File: config.mk
export PLATFORM = sky130hd
export DESIGN_NAME = jdp_top
export DESIGN_NICKNAME = d
export VERILOG_FILES = /design/src/include/jdp_pkg.sv /design/src/jdp_tap.sv /design/src/jdp_top.sv
export SDC_FILE = /design/constraint.sdc
export NUM_CORES = 1
export LEC_CHECK = 0
export ABC_CLOCK_PERIOD_IN_PS = 1700
export BUFFER_PORTS_ARGS = -buffer_cell sky130_fd_sc_hd__clkbuf_2
export CELL_PAD_IN_SITES_DETAIL_PLACEMENT = 0
export CELL_PAD_IN_SITES_GLOBAL_PLACEMENT = 1
export CORE_AREA = 2 2 141 177
export DETAILED_ROUTE_END_ITERATION = 10
export DIE_AREA = 0 0 143 179
export PLACE_DENSITY = 0.79
export SLEW_MARGIN = 20
export SYNTH_ARGS = -nofsm -noshare
export SYNTH_HDL_FRONTEND = slang
export SYNTH_SLANG_ARGS = --single-unit
File: constraint.sdc
create_clock -name clock_i -period 1.7 [get_ports clock_i]
set_input_delay 0.255 -clock clock_i [delete_from_list [all_inputs] [get_ports clock_i]]
set_output_delay 0.255 -clock clock_i [all_outputs]
set_load 0.05 [all_outputs]
File: src/include/jdp_pkg.sv
// jdp_pkg: shared constants, types and layouts for the test and debug port.
// assumes one system clock; test pins are sampled in its domain.
package jdp_pkg;

  // register widths
  localparam int JDP_IR_W = 4; // instruction register width
  localparam int JDP_DR_W = 32; // data register width

  // instruction codes
  localparam logic [3:0] JDP_INS_EXTEST = 4'h0; // drive pins from boundary cells
  localparam logic [3:0] JDP_INS_IDCODE = 4'h1; // identity word
  localparam logic [3:0] JDP_INS_USERCODE = 4'h2; // user code word
  localparam logic [3:0] JDP_INS_SAMPLE = 4'h3; // sample pin levels
  localparam logic [3:0] JDP_INS_DBG_REQ = 4'h8; // chip tap: request debug mode
  localparam logic [3:0] JDP_INS_TILE_RD = 4'h9; // chip tap: read tile word
  localparam logic [3:0] JDP_INS_TILE_WR = 4'hA; // chip tap: write tile word
  localparam logic [3:0] JDP_INS_OTP_RD = 4'hB; // chip tap: read otp word
  localparam logic [3:0] JDP_INS_OTP_WR = 4'hC; // chip tap: write otp word
  localparam logic [3:0] JDP_INS_BYPASS = 4'hF; // one-bit bypass
  localparam logic [3:0] JDP_IR_CAPTURE = 4'h1; // fixed ir capture pattern
  localparam logic [3:0] JDP_IR_RESET = JDP_INS_IDCODE; // ir after test reset

  // security word bit positions
  localparam int JDP_SEC_JTAG_OFF = 0; // blocks tile state and memory access
  localparam int JDP_SEC_OTP_OFF = 13; // blocks otp access from the test port
  localparam int JDP_SEC_DBG_OFF = 14; // blocks the debug sync pin
  localparam int JDP_SEC_UID_LSB = 22; // user identifier low bit
  localparam int JDP_SEC_UID_MSB = 31; // user identifier high bit

  // identity word layout
  localparam int JDP_ID_VER_LSB = 28; // version field [31:28]
  localparam int JDP_ID_PART_LSB = 12; // part number field [27:12]
  localparam int JDP_ID_MFR_LSB = 1; // manufacturer field [11:1]
  localparam logic JDP_ID_ONE = 1'b1; // bit 0 always one

  // user code layout
  localparam int JDP_UC_UID_LSB = 22; // user identifier [31:22]
  localparam int JDP_UC_REV_W = 16; // silicon revision [15:0], [21:16] unused

  // debug sync pin configurations
  localparam logic [1:0] JDP_DBG_OFF = 2'h0; // pin neither driven nor watched
  localparam logic [1:0] JDP_DBG_OUT = 2'h1; // pin pulled low on breakpoint
  localparam logic [1:0] JDP_DBG_IN = 2'h2; // falling edge on pin enters debug

  // tap controller states
  typedef enum logic [3:0] {
    JDP_TLR, JDP_RTI, JDP_SEL_DR, JDP_CAP_DR, JDP_SH_DR, JDP_EX1_DR, JDP_PA_DR,
    JDP_EX2_DR, JDP_UPD_DR, JDP_SEL_IR, JDP_CAP_IR, JDP_SH_IR, JDP_EX1_IR,
    JDP_PA_IR, JDP_EX2_IR, JDP_UPD_IR
  } jdp_tap_state_t;

  // boot sequencer states
  typedef enum logic [1:0] {JDP_BOOT_LOCK, JDP_BOOT_GO, JDP_BOOT_RUN} jdp_boot_state_t;

  // test pins as seen from the device
  typedef struct packed {
    logic tck; // test clock
    logic tms; // mode select
    logic tdi; // serial data in
    logic trst_n; // test reset, active low
  } jdp_pins_t;

  // one tile or otp access issued from the chip tap
  typedef struct packed {
    logic valid; // one-cycle strobe
    logic write; // 1 write, 0 read
    logic otp; // 1 otp, 0 tile memory
    logic [31:0] data; // write data
  } jdp_access_t;

endpackage : jdp_pkg

File: src/jdp_tap.sv
// jdp_tap: one test access port with 4-bit ir, 32-bit dr and bypass cell.
// assumes tck edges come as one-cycle pulses synchronised to clock_i;
// the owner supplies the word captured into the dr for the current ir.
`timescale 1ns/100ps
`default_nettype none
module jdp_tap
  import jdp_pkg::*;
#(
  parameter int IR_W = JDP_IR_W, // instruction width
  parameter int DR_W = JDP_DR_W // data register width
) (
  input wire logic clock_i, // system clock
  input wire logic rst_n_i, // global reset, async, active low
  input wire logic trst_n_i, // synchronised test reset, active low
  input wire logic tck_rise_i, // test clock rising edge pulse
  input wire logic tck_fall_i, // test clock falling edge pulse
  input wire logic tms_i, // synchronised mode select
  input wire logic tdi_i, // serial data in
  input wire logic [DR_W-1:0] cap_i, // word to capture into dr
  output logic [IR_W-1:0] ir_o, // current instruction
  output logic [DR_W-1:0] dr_o, // dr shift contents
  output logic upd_dr_o, // one-cycle pulse on update-dr
  output logic tdo_o // serial data out, changes on tck fall
);
  import jdp_pkg::*;

  typedef struct packed {
    jdp_tap_state_t st; // controller state
    logic [IR_W-1:0] ir_sh; // ir shift stage
    logic [IR_W-1:0] ir; // active instruction
    logic [DR_W-1:0] dr; // data shift register
    logic byp; // bypass cell
    logic upd; // update pulse
    logic tdo; // output stage
  } jdp_tap_s_t;

  jdp_tap_s_t s_reg;
  jdp_tap_s_t s_next;
  logic bypass; // bypass selected

  // standard sixteen-state walk on tms
  function automatic jdp_tap_state_t step(input jdp_tap_state_t st, input logic m);
    case (st)
      JDP_TLR: step = m ? JDP_TLR : JDP_RTI;
      JDP_RTI: step = m ? JDP_SEL_DR : JDP_RTI;
      JDP_SEL_DR: step = m ? JDP_SEL_IR : JDP_CAP_DR;
      JDP_CAP_DR: step = m ? JDP_EX1_DR : JDP_SH_DR;
      JDP_SH_DR: step = m ? JDP_EX1_DR : JDP_SH_DR;
      JDP_EX1_DR: step = m ? JDP_UPD_DR : JDP_PA_DR;
      JDP_PA_DR: step = m ? JDP_EX2_DR : JDP_PA_DR;
      JDP_EX2_DR: step = m ? JDP_UPD_DR : JDP_SH_DR;
      JDP_UPD_DR: step = m ? JDP_SEL_DR : JDP_RTI;
      JDP_SEL_IR: step = m ? JDP_TLR : JDP_CAP_IR;
      JDP_CAP_IR: step = m ? JDP_EX1_IR : JDP_SH_IR;
      JDP_SH_IR: step = m ? JDP_EX1_IR : JDP_SH_IR;
      JDP_EX1_IR: step = m ? JDP_UPD_IR : JDP_PA_IR;
      JDP_PA_IR: step = m ? JDP_EX2_IR : JDP_PA_IR;
      JDP_EX2_IR: step = m ? JDP_UPD_IR : JDP_SH_IR;
      JDP_UPD_IR: step = m ? JDP_SEL_DR : JDP_RTI;
      default: step = JDP_TLR;
    endcase
  endfunction : step

  assign bypass = (s_reg.ir == IR_W'(JDP_INS_BYPASS));

  // next state: rising edges move and shift, falling edges present tdo
  always_comb begin
    s_next = s_reg;
    s_next.upd = 1'b0;
    if (tck_rise_i) begin
      case (s_reg.st)
        JDP_CAP_DR: begin
          s_next.dr = cap_i;
          s_next.byp = 1'b0;
        end
        JDP_SH_DR: begin
          s_next.dr = {tdi_i, s_reg.dr[DR_W-1:1]};
          s_next.byp = tdi_i;
        end
        JDP_CAP_IR: s_next.ir_sh = IR_W'(JDP_IR_CAPTURE);
        JDP_SH_IR: s_next.ir_sh = {tdi_i, s_reg.ir_sh[IR_W-1:1]};
        JDP_UPD_IR: s_next.ir = s_reg.ir_sh;
        JDP_UPD_DR: s_next.upd = 1'b1;
        JDP_TLR: s_next.ir = IR_W'(JDP_IR_RESET);
        default: s_next.ir = s_reg.ir;
      endcase
      s_next.st = step(s_reg.st, tms_i);
    end
    if (tck_fall_i) begin
      if (s_reg.st == JDP_SH_IR) begin
        s_next.tdo = s_reg.ir_sh[0];
      end else if (s_reg.st == JDP_SH_DR) begin
        s_next.tdo = bypass ? s_reg.byp : s_reg.dr[0];
      end
    end
    // test reset low holds the port in reset while low
    if (!trst_n_i) begin
      s_next.st = JDP_TLR;
      s_next.ir = IR_W'(JDP_IR_RESET);
      s_next.upd = 1'b0;
    end
  end

  // state register
  always_ff @(posedge clock_i or negedge rst_n_i) begin
    if (!rst_n_i) begin
      s_reg <= '{st: JDP_TLR, ir: IR_W'(JDP_IR_RESET), default: '0};
    end else begin
      s_reg <= s_next;
    end
  end

  assign ir_o = s_reg.ir;
  assign dr_o = s_reg.dr;
  assign upd_dr_o = s_reg.upd;
  assign tdo_o = s_reg.tdo;

endmodule : jdp_tap
`default_nettype wire

File: src/jdp_top.sv
// jdp_top: test and debug access logic, two boundary taps and a chip tap in
// one chain, debug sync pin, and boot sequencing after global reset.
// assumes the test pins come from an outside controller on an unrelated clock;
// they are sampled on clock_i, so tck must run well below clock_i / 4.
//
// Notes on behaviour
// two standard boundary taps in the chain
// each tap: 4-bit ir, 32-bit dr
// chip tap reaches tile for code, debug
// controller holds test reset low at power-up
// test reset held low keeps module reset
// output mode: float until breakpoint, then low
// input mode: pin low puts tile in debug
// identity word: version, part, maker, bit0 one
// user code: user id, unused, revision
// user id from security bits 22..31
// global reset asserts asynchronously, resets everything
// after reset wait pll lock, then boot
// reset source holds global reset at power-up
// both resets low until supplies stable
// bus powered: release reset within 10 ms
// release reset 1 ms after io supply good
// jtag-off bit blocks tile state and memory
// otp-off bit refuses otp access from port
// unconfigured debug pin ignored, never driven
`timescale 1ns/100ps
`default_nettype none
module jdp_top
  import jdp_pkg::*;
#(
  parameter logic [3:0] ID_VERSION = 4'h0, // arbitrary value
  parameter logic [15:0] ID_PART = 16'h0001, // arbitrary value
  parameter logic [10:0] ID_MAKER = 11'h001, // arbitrary value
  parameter logic [15:0] SILICON_REV = 16'h0001 // arbitrary value
) (
  input wire logic clock_i, // 40 MHz system clock
  input wire logic rst_n_i, // global reset pin, async, active low
  input wire jdp_pkg::jdp_pins_t pins_i, // raw tck, tms, tdi, test reset
  output logic tdo_o, // chain serial data out
  input wire logic [31:0] sec_word_i, // security word of tile 0
  input wire logic [1:0] dbg_mode_i, // debug pin configuration
  input wire logic tile_break_i, // tile stopped at a breakpoint
  input wire logic dbg_pin_i, // debug pin level
  output logic dbg_pin_o, // debug pin drive value
  output logic dbg_pin_oe_o, // debug pin drive enable, high drives
  output logic debug_enter_o, // one-cycle pulse: tile enters debug
  input wire logic [31:0] tile_rdata_i, // tile word for chip tap reads
  input wire logic [31:0] otp_rdata_i, // otp word for chip tap reads
  output jdp_pkg::jdp_access_t acc_o, // tile or otp access from chip tap
  input wire logic pll_lock_i, // pll lock, async
  input wire logic [1:0] boot_mode_i, // boot mode straps
  output logic [1:0] boot_mode_o, // boot mode caught at boot
  output logic boot_start_o // one-cycle pulse: start booting
);
  import jdp_pkg::*;

  localparam int NTAP = 3; // two boundary taps, then the chip tap

  typedef struct packed {
    jdp_pins_t pin_s1; // first sync stage, read only by stage two
    jdp_pins_t pin_s2; // second sync stage
    logic tck_d; // previous synced tck
    logic lock_s1; // pll lock sync
    logic lock_s2;
    logic dbg_s1; // debug pin sync
    logic dbg_s2;
    logic dbg_d; // previous synced pin level
    jdp_boot_state_t boot; // boot sequencer
    logic boot_start; // boot pulse
    logic [1:0] boot_mode; // caught straps
    logic dbg_oe; // debug pin enable
    logic dbg_enter; // debug entry pulse
    jdp_access_t acc; // access strobe
  } jdp_top_s_t;

  jdp_top_s_t s_reg;
  jdp_top_s_t s_next;

  logic tck_rise; // synced tck rising edge
  logic tck_fall; // synced tck falling edge
  logic [NTAP:0] chain; // serial chain, chain[0] is tdi
  logic [JDP_IR_W-1:0] ir [NTAP]; // per-tap instruction
  logic [JDP_DR_W-1:0] dr [NTAP]; // per-tap shift contents
  logic [JDP_DR_W-1:0] cap [NTAP]; // per-tap capture word
  logic [NTAP-1:0] upd; // per-tap update pulse
  logic [JDP_DR_W-1:0] id_word; // identity word
  logic [JDP_DR_W-1:0] uc_word; // user code word
  logic jtag_off; // tile access blocked
  logic otp_off; // otp access blocked
  logic dbg_off; // debug pin blocked

  assign jtag_off = sec_word_i[JDP_SEC_JTAG_OFF];
  assign otp_off = sec_word_i[JDP_SEC_OTP_OFF];
  assign dbg_off = sec_word_i[JDP_SEC_DBG_OFF];

  // identity word: version, part, maker, then a fixed one
  assign id_word = {ID_VERSION, ID_PART, ID_MAKER, JDP_ID_ONE};

  // user code: user id from the security word, unused zeros, revision
  assign uc_word = {sec_word_i[JDP_SEC_UID_MSB:JDP_SEC_UID_LSB],
                    (JDP_UC_UID_LSB - JDP_UC_REV_W)'(0), SILICON_REV};

  assign tck_rise = s_reg.pin_s2.tck & ~s_reg.tck_d;
  assign tck_fall = ~s_reg.pin_s2.tck & s_reg.tck_d;
  assign chain[0] = s_reg.pin_s2.tdi;

  // capture words; boundary cells unmodelled, pin samples read zero
  always_comb begin
    for (int t = 0; t < NTAP; t++) begin
      case (ir[t])
        JDP_INS_IDCODE: cap[t] = id_word;
        JDP_INS_USERCODE: cap[t] = uc_word;
        default: cap[t] = '0;
      endcase
      if (t == NTAP - 1) begin
        // chip tap: refused reads capture zero
        if (ir[t] == JDP_INS_TILE_RD && !jtag_off) begin
          cap[t] = tile_rdata_i;
        end else if (ir[t] == JDP_INS_OTP_RD && !otp_off) begin
          cap[t] = otp_rdata_i;
        end
      end
    end
  end

  // the chain: two boundary taps, then the chip tap
  genvar g;
  generate
    for (g = 0; g < NTAP; g++) begin : g_tap
      jdp_tap #(
        .IR_W(JDP_IR_W),
        .DR_W(JDP_DR_W)
      ) u_tap (
        .clock_i(clock_i),
        .rst_n_i(rst_n_i),
        .trst_n_i(s_reg.pin_s2.trst_n),
        .tck_rise_i(tck_rise),
        .tck_fall_i(tck_fall),
        .tms_i(s_reg.pin_s2.tms),
        .tdi_i(chain[g]),
        .cap_i(cap[g]),
        .ir_o(ir[g]),
        .dr_o(dr[g]),
        .upd_dr_o(upd[g]),
        .tdo_o(chain[g+1])
      );
    end
  endgenerate

  assign tdo_o = chain[NTAP];

  // next state for syncs, debug pin, access strobes and boot
  always_comb begin
    s_next = s_reg;
    s_next.pin_s1 = pins_i;
    s_next.pin_s2 = s_reg.pin_s1;
    s_next.tck_d = s_reg.pin_s2.tck;
    s_next.lock_s1 = pll_lock_i;
    s_next.lock_s2 = s_reg.lock_s1;
    s_next.dbg_s1 = dbg_pin_i;
    s_next.dbg_s2 = s_reg.dbg_s1;
    s_next.dbg_d = s_reg.dbg_s2;
    s_next.dbg_enter = 1'b0;
    s_next.boot_start = 1'b0;
    s_next.acc = '0;

    // output mode floats until the tile stops, then pulls low
    s_next.dbg_oe = (dbg_mode_i == JDP_DBG_OUT) && !dbg_off && tile_break_i;

    // input mode: falling level on the pin asks the tile into debug
    if (dbg_mode_i == JDP_DBG_IN && !dbg_off && s_reg.dbg_d && !s_reg.dbg_s2) begin
      s_next.dbg_enter = 1'b1;
    end

    // chip tap update actions, each checked against the security word
    if (upd[NTAP-1]) begin
      case (ir[NTAP-1])
        JDP_INS_DBG_REQ: begin
          if (!jtag_off && dr[NTAP-1][0]) begin
            s_next.dbg_enter = 1'b1;
          end
        end
        JDP_INS_TILE_RD, JDP_INS_TILE_WR: begin
          if (!jtag_off) begin
            s_next.acc.valid = 1'b1;
            s_next.acc.write = (ir[NTAP-1] == JDP_INS_TILE_WR);
            s_next.acc.data = dr[NTAP-1];
          end
        end
        JDP_INS_OTP_RD, JDP_INS_OTP_WR: begin
          if (!otp_off) begin
            s_next.acc.valid = 1'b1;
            s_next.acc.write = (ir[NTAP-1] == JDP_INS_OTP_WR);
            s_next.acc.otp = 1'b1;
            s_next.acc.data = dr[NTAP-1];
          end
        end
        default: s_next.acc = '0;
      endcase
    end

    // boot only once the pll has locked after reset release
    case (s_reg.boot)
      JDP_BOOT_LOCK: begin
        if (s_reg.lock_s2) begin
          s_next.boot = JDP_BOOT_GO;
        end
      end
      JDP_BOOT_GO: begin
        s_next.boot_mode = boot_mode_i; // straps caught after release
        s_next.boot_start = 1'b1;
        s_next.boot = JDP_BOOT_RUN;
      end
      JDP_BOOT_RUN: s_next.boot = JDP_BOOT_RUN;
      default: s_next.boot = JDP_BOOT_LOCK;
    endcase
  end

  // state register; global reset clears all at once
  always_ff @(posedge clock_i or negedge rst_n_i) begin
    if (!rst_n_i) begin
      s_reg <= '{boot: JDP_BOOT_LOCK, default: '0};
    end else begin
      s_reg <= s_next;
    end
  end

  assign dbg_pin_o = 1'b0; // only ever pulls low
  assign dbg_pin_oe_o = s_reg.dbg_oe;
  assign debug_enter_o = s_reg.dbg_enter;
  assign acc_o = s_reg.acc;
  assign boot_mode_o = s_reg.boot_mode;
  assign boot_start_o = s_reg.boot_start;

endmodule : jdp_top
`default_nettype wire

# Word level (Yosys, flattened, before mapping)
# Cells that the tools add are included.
[totals]
regBits = 195
[op_classes]
n_eq_ne = 68
muxes = 64
reduce_logical = 49
bitwise = 4
[op_table]
columns = ["op", "n"]
rows = [
  ["$pmux 32 s2", 4],
  ["$pmux 33 s2", 3],
  ["$pmux 4 s12", 3],
  ["$mux 46", 3],
  ["$eq 4x4->1 const B", 32],
  ["$mux 32", 3],
  ["$eq 4x3->1 const B", 12],
  ["$pmux 4 s2", 6],
  ["$mux 4", 10],
  ["$eq 4x2->1 const B", 9],
  ["$mux 36", 1],
  ["$mux 35", 1],
  ["$eq 4x1->1 const B", 6],
  ["$reduce_and 2->1", 12],
  ["$mux 1", 20],
  ["$reduce_bool 2->1", 9],
  ["$reduce_or 2->1", 9],
  ["$logic_not 4->1", 3],
  ["$mux 2", 5],
  ["$mux 3", 3],
  ["$ne 3x1->1 const B", 3],
  ["$reduce_or 3->1", 3],
  ["$logic_and 1x1->1", 8],
  ["$pmux 2 s2", 2],
  ["other kinds (8)", 15],
]

# Longest topological paths before layout
[logic_depth]
ltp_word = 8
ltp_mapped = 7

# Hierarchy
# A second synthesis with hierarchy kept.
[unflattened]
hier_cells = 1141
hier_area_um2 = 11657.4
[modules_own_cells]
columns = ["module", "n_inst", "area_each_um2", "seq_area_each_um2", "cells_per_inst"]
rows = [
  ["jdp_tap", 3, 2802.7, 1177.4, 281],
  ["jdp_top", 1, 3249.4, 1401.3, 298],
]

# Least setup slack after synthesis
# Ideal clock, no wire load.
[synth_path]
path_type = "reg-to-reg"
start = "reg g_tap[2].u_tap.s_reg[44] (netlist bit)"
end = "reg g_tap[2].u_tap.s_reg, in the netlist g_tap[2].u_tap.dr_o[12]"
synth_period_minus_slack_ps = 1699
setup_slack_ps = 1
setup_ps = 127
path_buffers = 2
stages_incl_launch_ff = 7
arrival_ps = 1572
path_cell_list = "dfrtp_1 -> buf_6 -> or3b_4 -> a211o_1 -> buf_2 -> a21oi_2 -> a21oi_2"
[synth_between]
elab_chain_cells = 3
elab_cells_between_ends = 5
cone_classes = "2 x eq/ne; 1 x mux; 2 x reduce/logical"
[synth_rtl]
columns = ["item", "line", "rtl"]
rows = [
  ["from (decl)", "jdp_tap.sv:37", "jdp_tap_s_t s_reg;"],
  ["from (signal assigned)", "jdp_tap.sv:109", "s_reg <= s_next;"],
  ["$eq 4x2->1 or $eq 4x3->1 (tied branches)", "jdp_tap.sv:71", "case (s_reg.st)"],
  ["$reduce_bool 2->1 (no line)", "--", ""],
  ["$reduce_and 2->1 (no line)", "--", ""],
]
# Several ways; a longest one is shown, not always the timed one.
# A chain may end at the register's enable or synchronous reset.

# Final worst setup path
[layout_path]
start = "reg g_tap[2].u_tap.s_reg[44] (netlist bit)"
end = "reg g_tap[2].u_tap.s_reg, in the netlist g_tap[2].u_tap.dr_o[31]"
# Same word-level chain as after synthesis.

==> results.md <==
* Placed Cells at roughly 1,400
* Drt total wl at roughly 23 mm
* Synth top area share at 0.509
* Core box area at 24,100 um2
* Syn_nets at around 1,000
* Vias in the first global route at slightly above 7,000
* Syn avg cell area at a little over 10 um2
* Worst slew pin tran at ~0.47 ns
* Most frequent cell after synthesis: dfrtp_1
* Post-synthesis sequential area ratio at 0.518
* Drt pass-1 iters at 4
* Mapped cell area at 9440 um2
* Post-Syn Instances at roughly 930
* Wire per inst at between 15 and 20 um
* Hold Path Class: primary input to register
* DRC at 0
* # IOs at about 150
* Final-stage net count at about 1,200
* Clk sink count at 195
* Crit path kind: register to register
* Largest net degree at the start of global routing at 48
* Clock tree buffer depth at 2
* Max-cap viol count at 0
* Critical Path AT at between 2 and 2.5 ns
* Failing checks: setup timing
* Post-synth top cells: dfrtp_1, nand2_1, o21ai_1, nor2_1, a22o_1
* Area growth, synth to finish at 25.5%
* Fin crit share at 1.02
* Synth Register Bits at 195
* Post-synthesis cell type count at 69
* Routed vias at 7,422
* Diodes inserted at 0
* Slew Viols, Final at 0
* Area leader, netlist: dfrtp_1
* Achievable Freq at 0.578 GHz
* DP HPWL at between 15 and 20 mm
* Initial antenna violation count at 0
* Die area at 25,600 um2
* Final ANT Viol Nets at 0
* Initial core utilization at 0.391
* DIE WIDTH at between 100 and 150 um
* Layout Utilization at 0.491
* Setup crit end kind: register
* Die H at ~180 um
* CTS Buf Count at 17
* Lkg Pwr at roughly 5.4 nW
* CTS tree: yes
* Status: finished, violations left
* Area contributors post-synth: dfrtp_1, nand2_1, a22o_1
* First-pass GRT wire length at about 37 mm
* Max IR drop VDD at 0.000649 V
* Final Setup Violations at 22
* Setup Skew at slightly below 0.008 ns
* Worst slew margin at 0.680
* RSZ-0062 raised after global routing: yes
* CTS root buf: clkbuf_16
* Top_reg_cell synth: dfrtp_1
* RePlAce Congestion at 0.779
* CTS clk-pin slew, worst paths at about 0.070 ns
* GRT Overall Usage at 0.181
* Vias per cell at about 5.3
* Rows at 64
* Grt ovf at 0
* Worst path required time at between 2 and 2.5 ns
* Iter 0 DRT Violations at approximately 370
* Worst Path Max Fanout at 6
* IO buf count at between 100 and 150
* Crit start category: register
* Number of flops mapped to enable cells by yosys at 0
* Final Hold Viols at 0
* Pwr Total at approximately 10 mW
* Clk_lat worst skew at about 0.45 ns
* Final min period at about 1.7 ns
* Final Non-Filler Cells at ~1,400
* H-tree level count at 4
* Ys async rst share at 1.00
* Max FFs per register at 96
* P per Cell Area at approximately 880 nW/um2
* Final Worst Setup Slack at -0.0306 ns
* Synth Warn # at 0
* Layout cells sized above 1 at 0.329
metrics by stage:
step	hold WS (ns)	setup TNS, ns	cell area [um2]	setup slack [ns]
after floorplan	-0.0406	0	9440	0.00140
after global placement	0.224	-0.747	10600	-0.193
after detailed placement	0.231	-1.18	10600	-0.201
after CTS	0.0150	-0.119	11400	-0.0146
after global routing	0.0337	-2.73	11800	-0.117
final	0.0355	-0.267	11800	-0.0306
final cells by class:
| cell class | instances | area, um2 |
|---|---|---|
| fill | 2176 | 12300 |
| timing repair buffer | 236 | 1810 |
| multi-input combinational | 597 | 4070 |
| clock buffer | 22 | 464 |
| sequential | 195 | 4890 |
| inverter | 23 | 86.3 |
| clock inverter | 10 | 114 |
| tap | 330 | 413 |
worst max-delay path, stage by stage (launching register included):
cell	delay, ns
dfrtp_1	0.40
or3b_4	0.43
a211oi_4	0.26
buf_6	0.17
buf_4	0.11
mux2i_1	0.16
o21ai_1	0.08
cells in the final DEF (no fill, tap or decap), drive strengths merged, types with 11 or more instances in the layout:
cell	count
dfrtp	192
clkbuf	156
nand2	122
o21ai	114
buf	93
nor2	51
a22o	47
inv	30
a221oi	30
a21oi	28
a22oi	21
nand2b	16
nand3	12
nor2b	11
nor3	11
repair_timing:
item,CTS,global route
endpoints found under the setup margin,44,116
setup buffers,6,5
endpoints found under the hold margin,46,0
pin swaps,3,10
gates cloned,1,5
hold buffers,9,0
gates resized for setup,6,56
power breakdown:
group          switching, mW  leakage (nW)  internal, mW  total (mW)
clock                   1.88         0.285          2.15        4.03
combinational          0.759          2.66         0.519        1.28
sequential             0.238          2.44          4.93        5.17
cells by family (layout without fill, tap and decap cells):
kind of cell             after synthesis  count (layout)  share of synthesized area
flip-flops                           195             195                      0.518
AND/OR/NAND/NOR                      277             277                      0.150
adder cells (fa/ha/maj)                3               3                    0.00398
buffers and inverters                137             291                     0.0831
other                                  1               1                   0.000397
multiplexers                          16              16                     0.0179
XOR/XNOR                               1               1                   0.000928
AO/OA/AOI/OAI                        299             299                      0.226
layer usage:
layer | up-vias | part of all wire | GRT usage
met5 | - | 0 | 0
met4 | 0 | 0.018 | 0.0590
met3 | 23 | 0.039 | 0.0342
met2 | 168 | 0.51 | 0.308
met1 | 3654 | 0.43 | 0.232
li1 | 3577 | - | -
worst paths after layout:
check                                         startpoint                       to  slack, ns  depth (start not counted)
worst max-delay path            g_tap[2].u_tap.s_reg[44]  g_tap[2].u_tap.dr_o[31]      -0.03                          6
worst min-delay path                      boot_mode_i[1]           boot_mode_o[1]       0.04                          2
worst max register to register  g_tap[2].u_tap.s_reg[44]  g_tap[2].u_tap.dr_o[31]      -0.03                          6
worst min register to register                s_next[48]                s_reg[48]       0.35                          0
max in group asynchronous                        rst_n_i   g_tap[2].u_tap.ir_o[0]       0.74                          3
min in group asynchronous                        rst_n_i  g_tap[0].u_tap.dr_o[17]       0.29                          2
No activity file was read; power rests on OpenSTA's default activity.
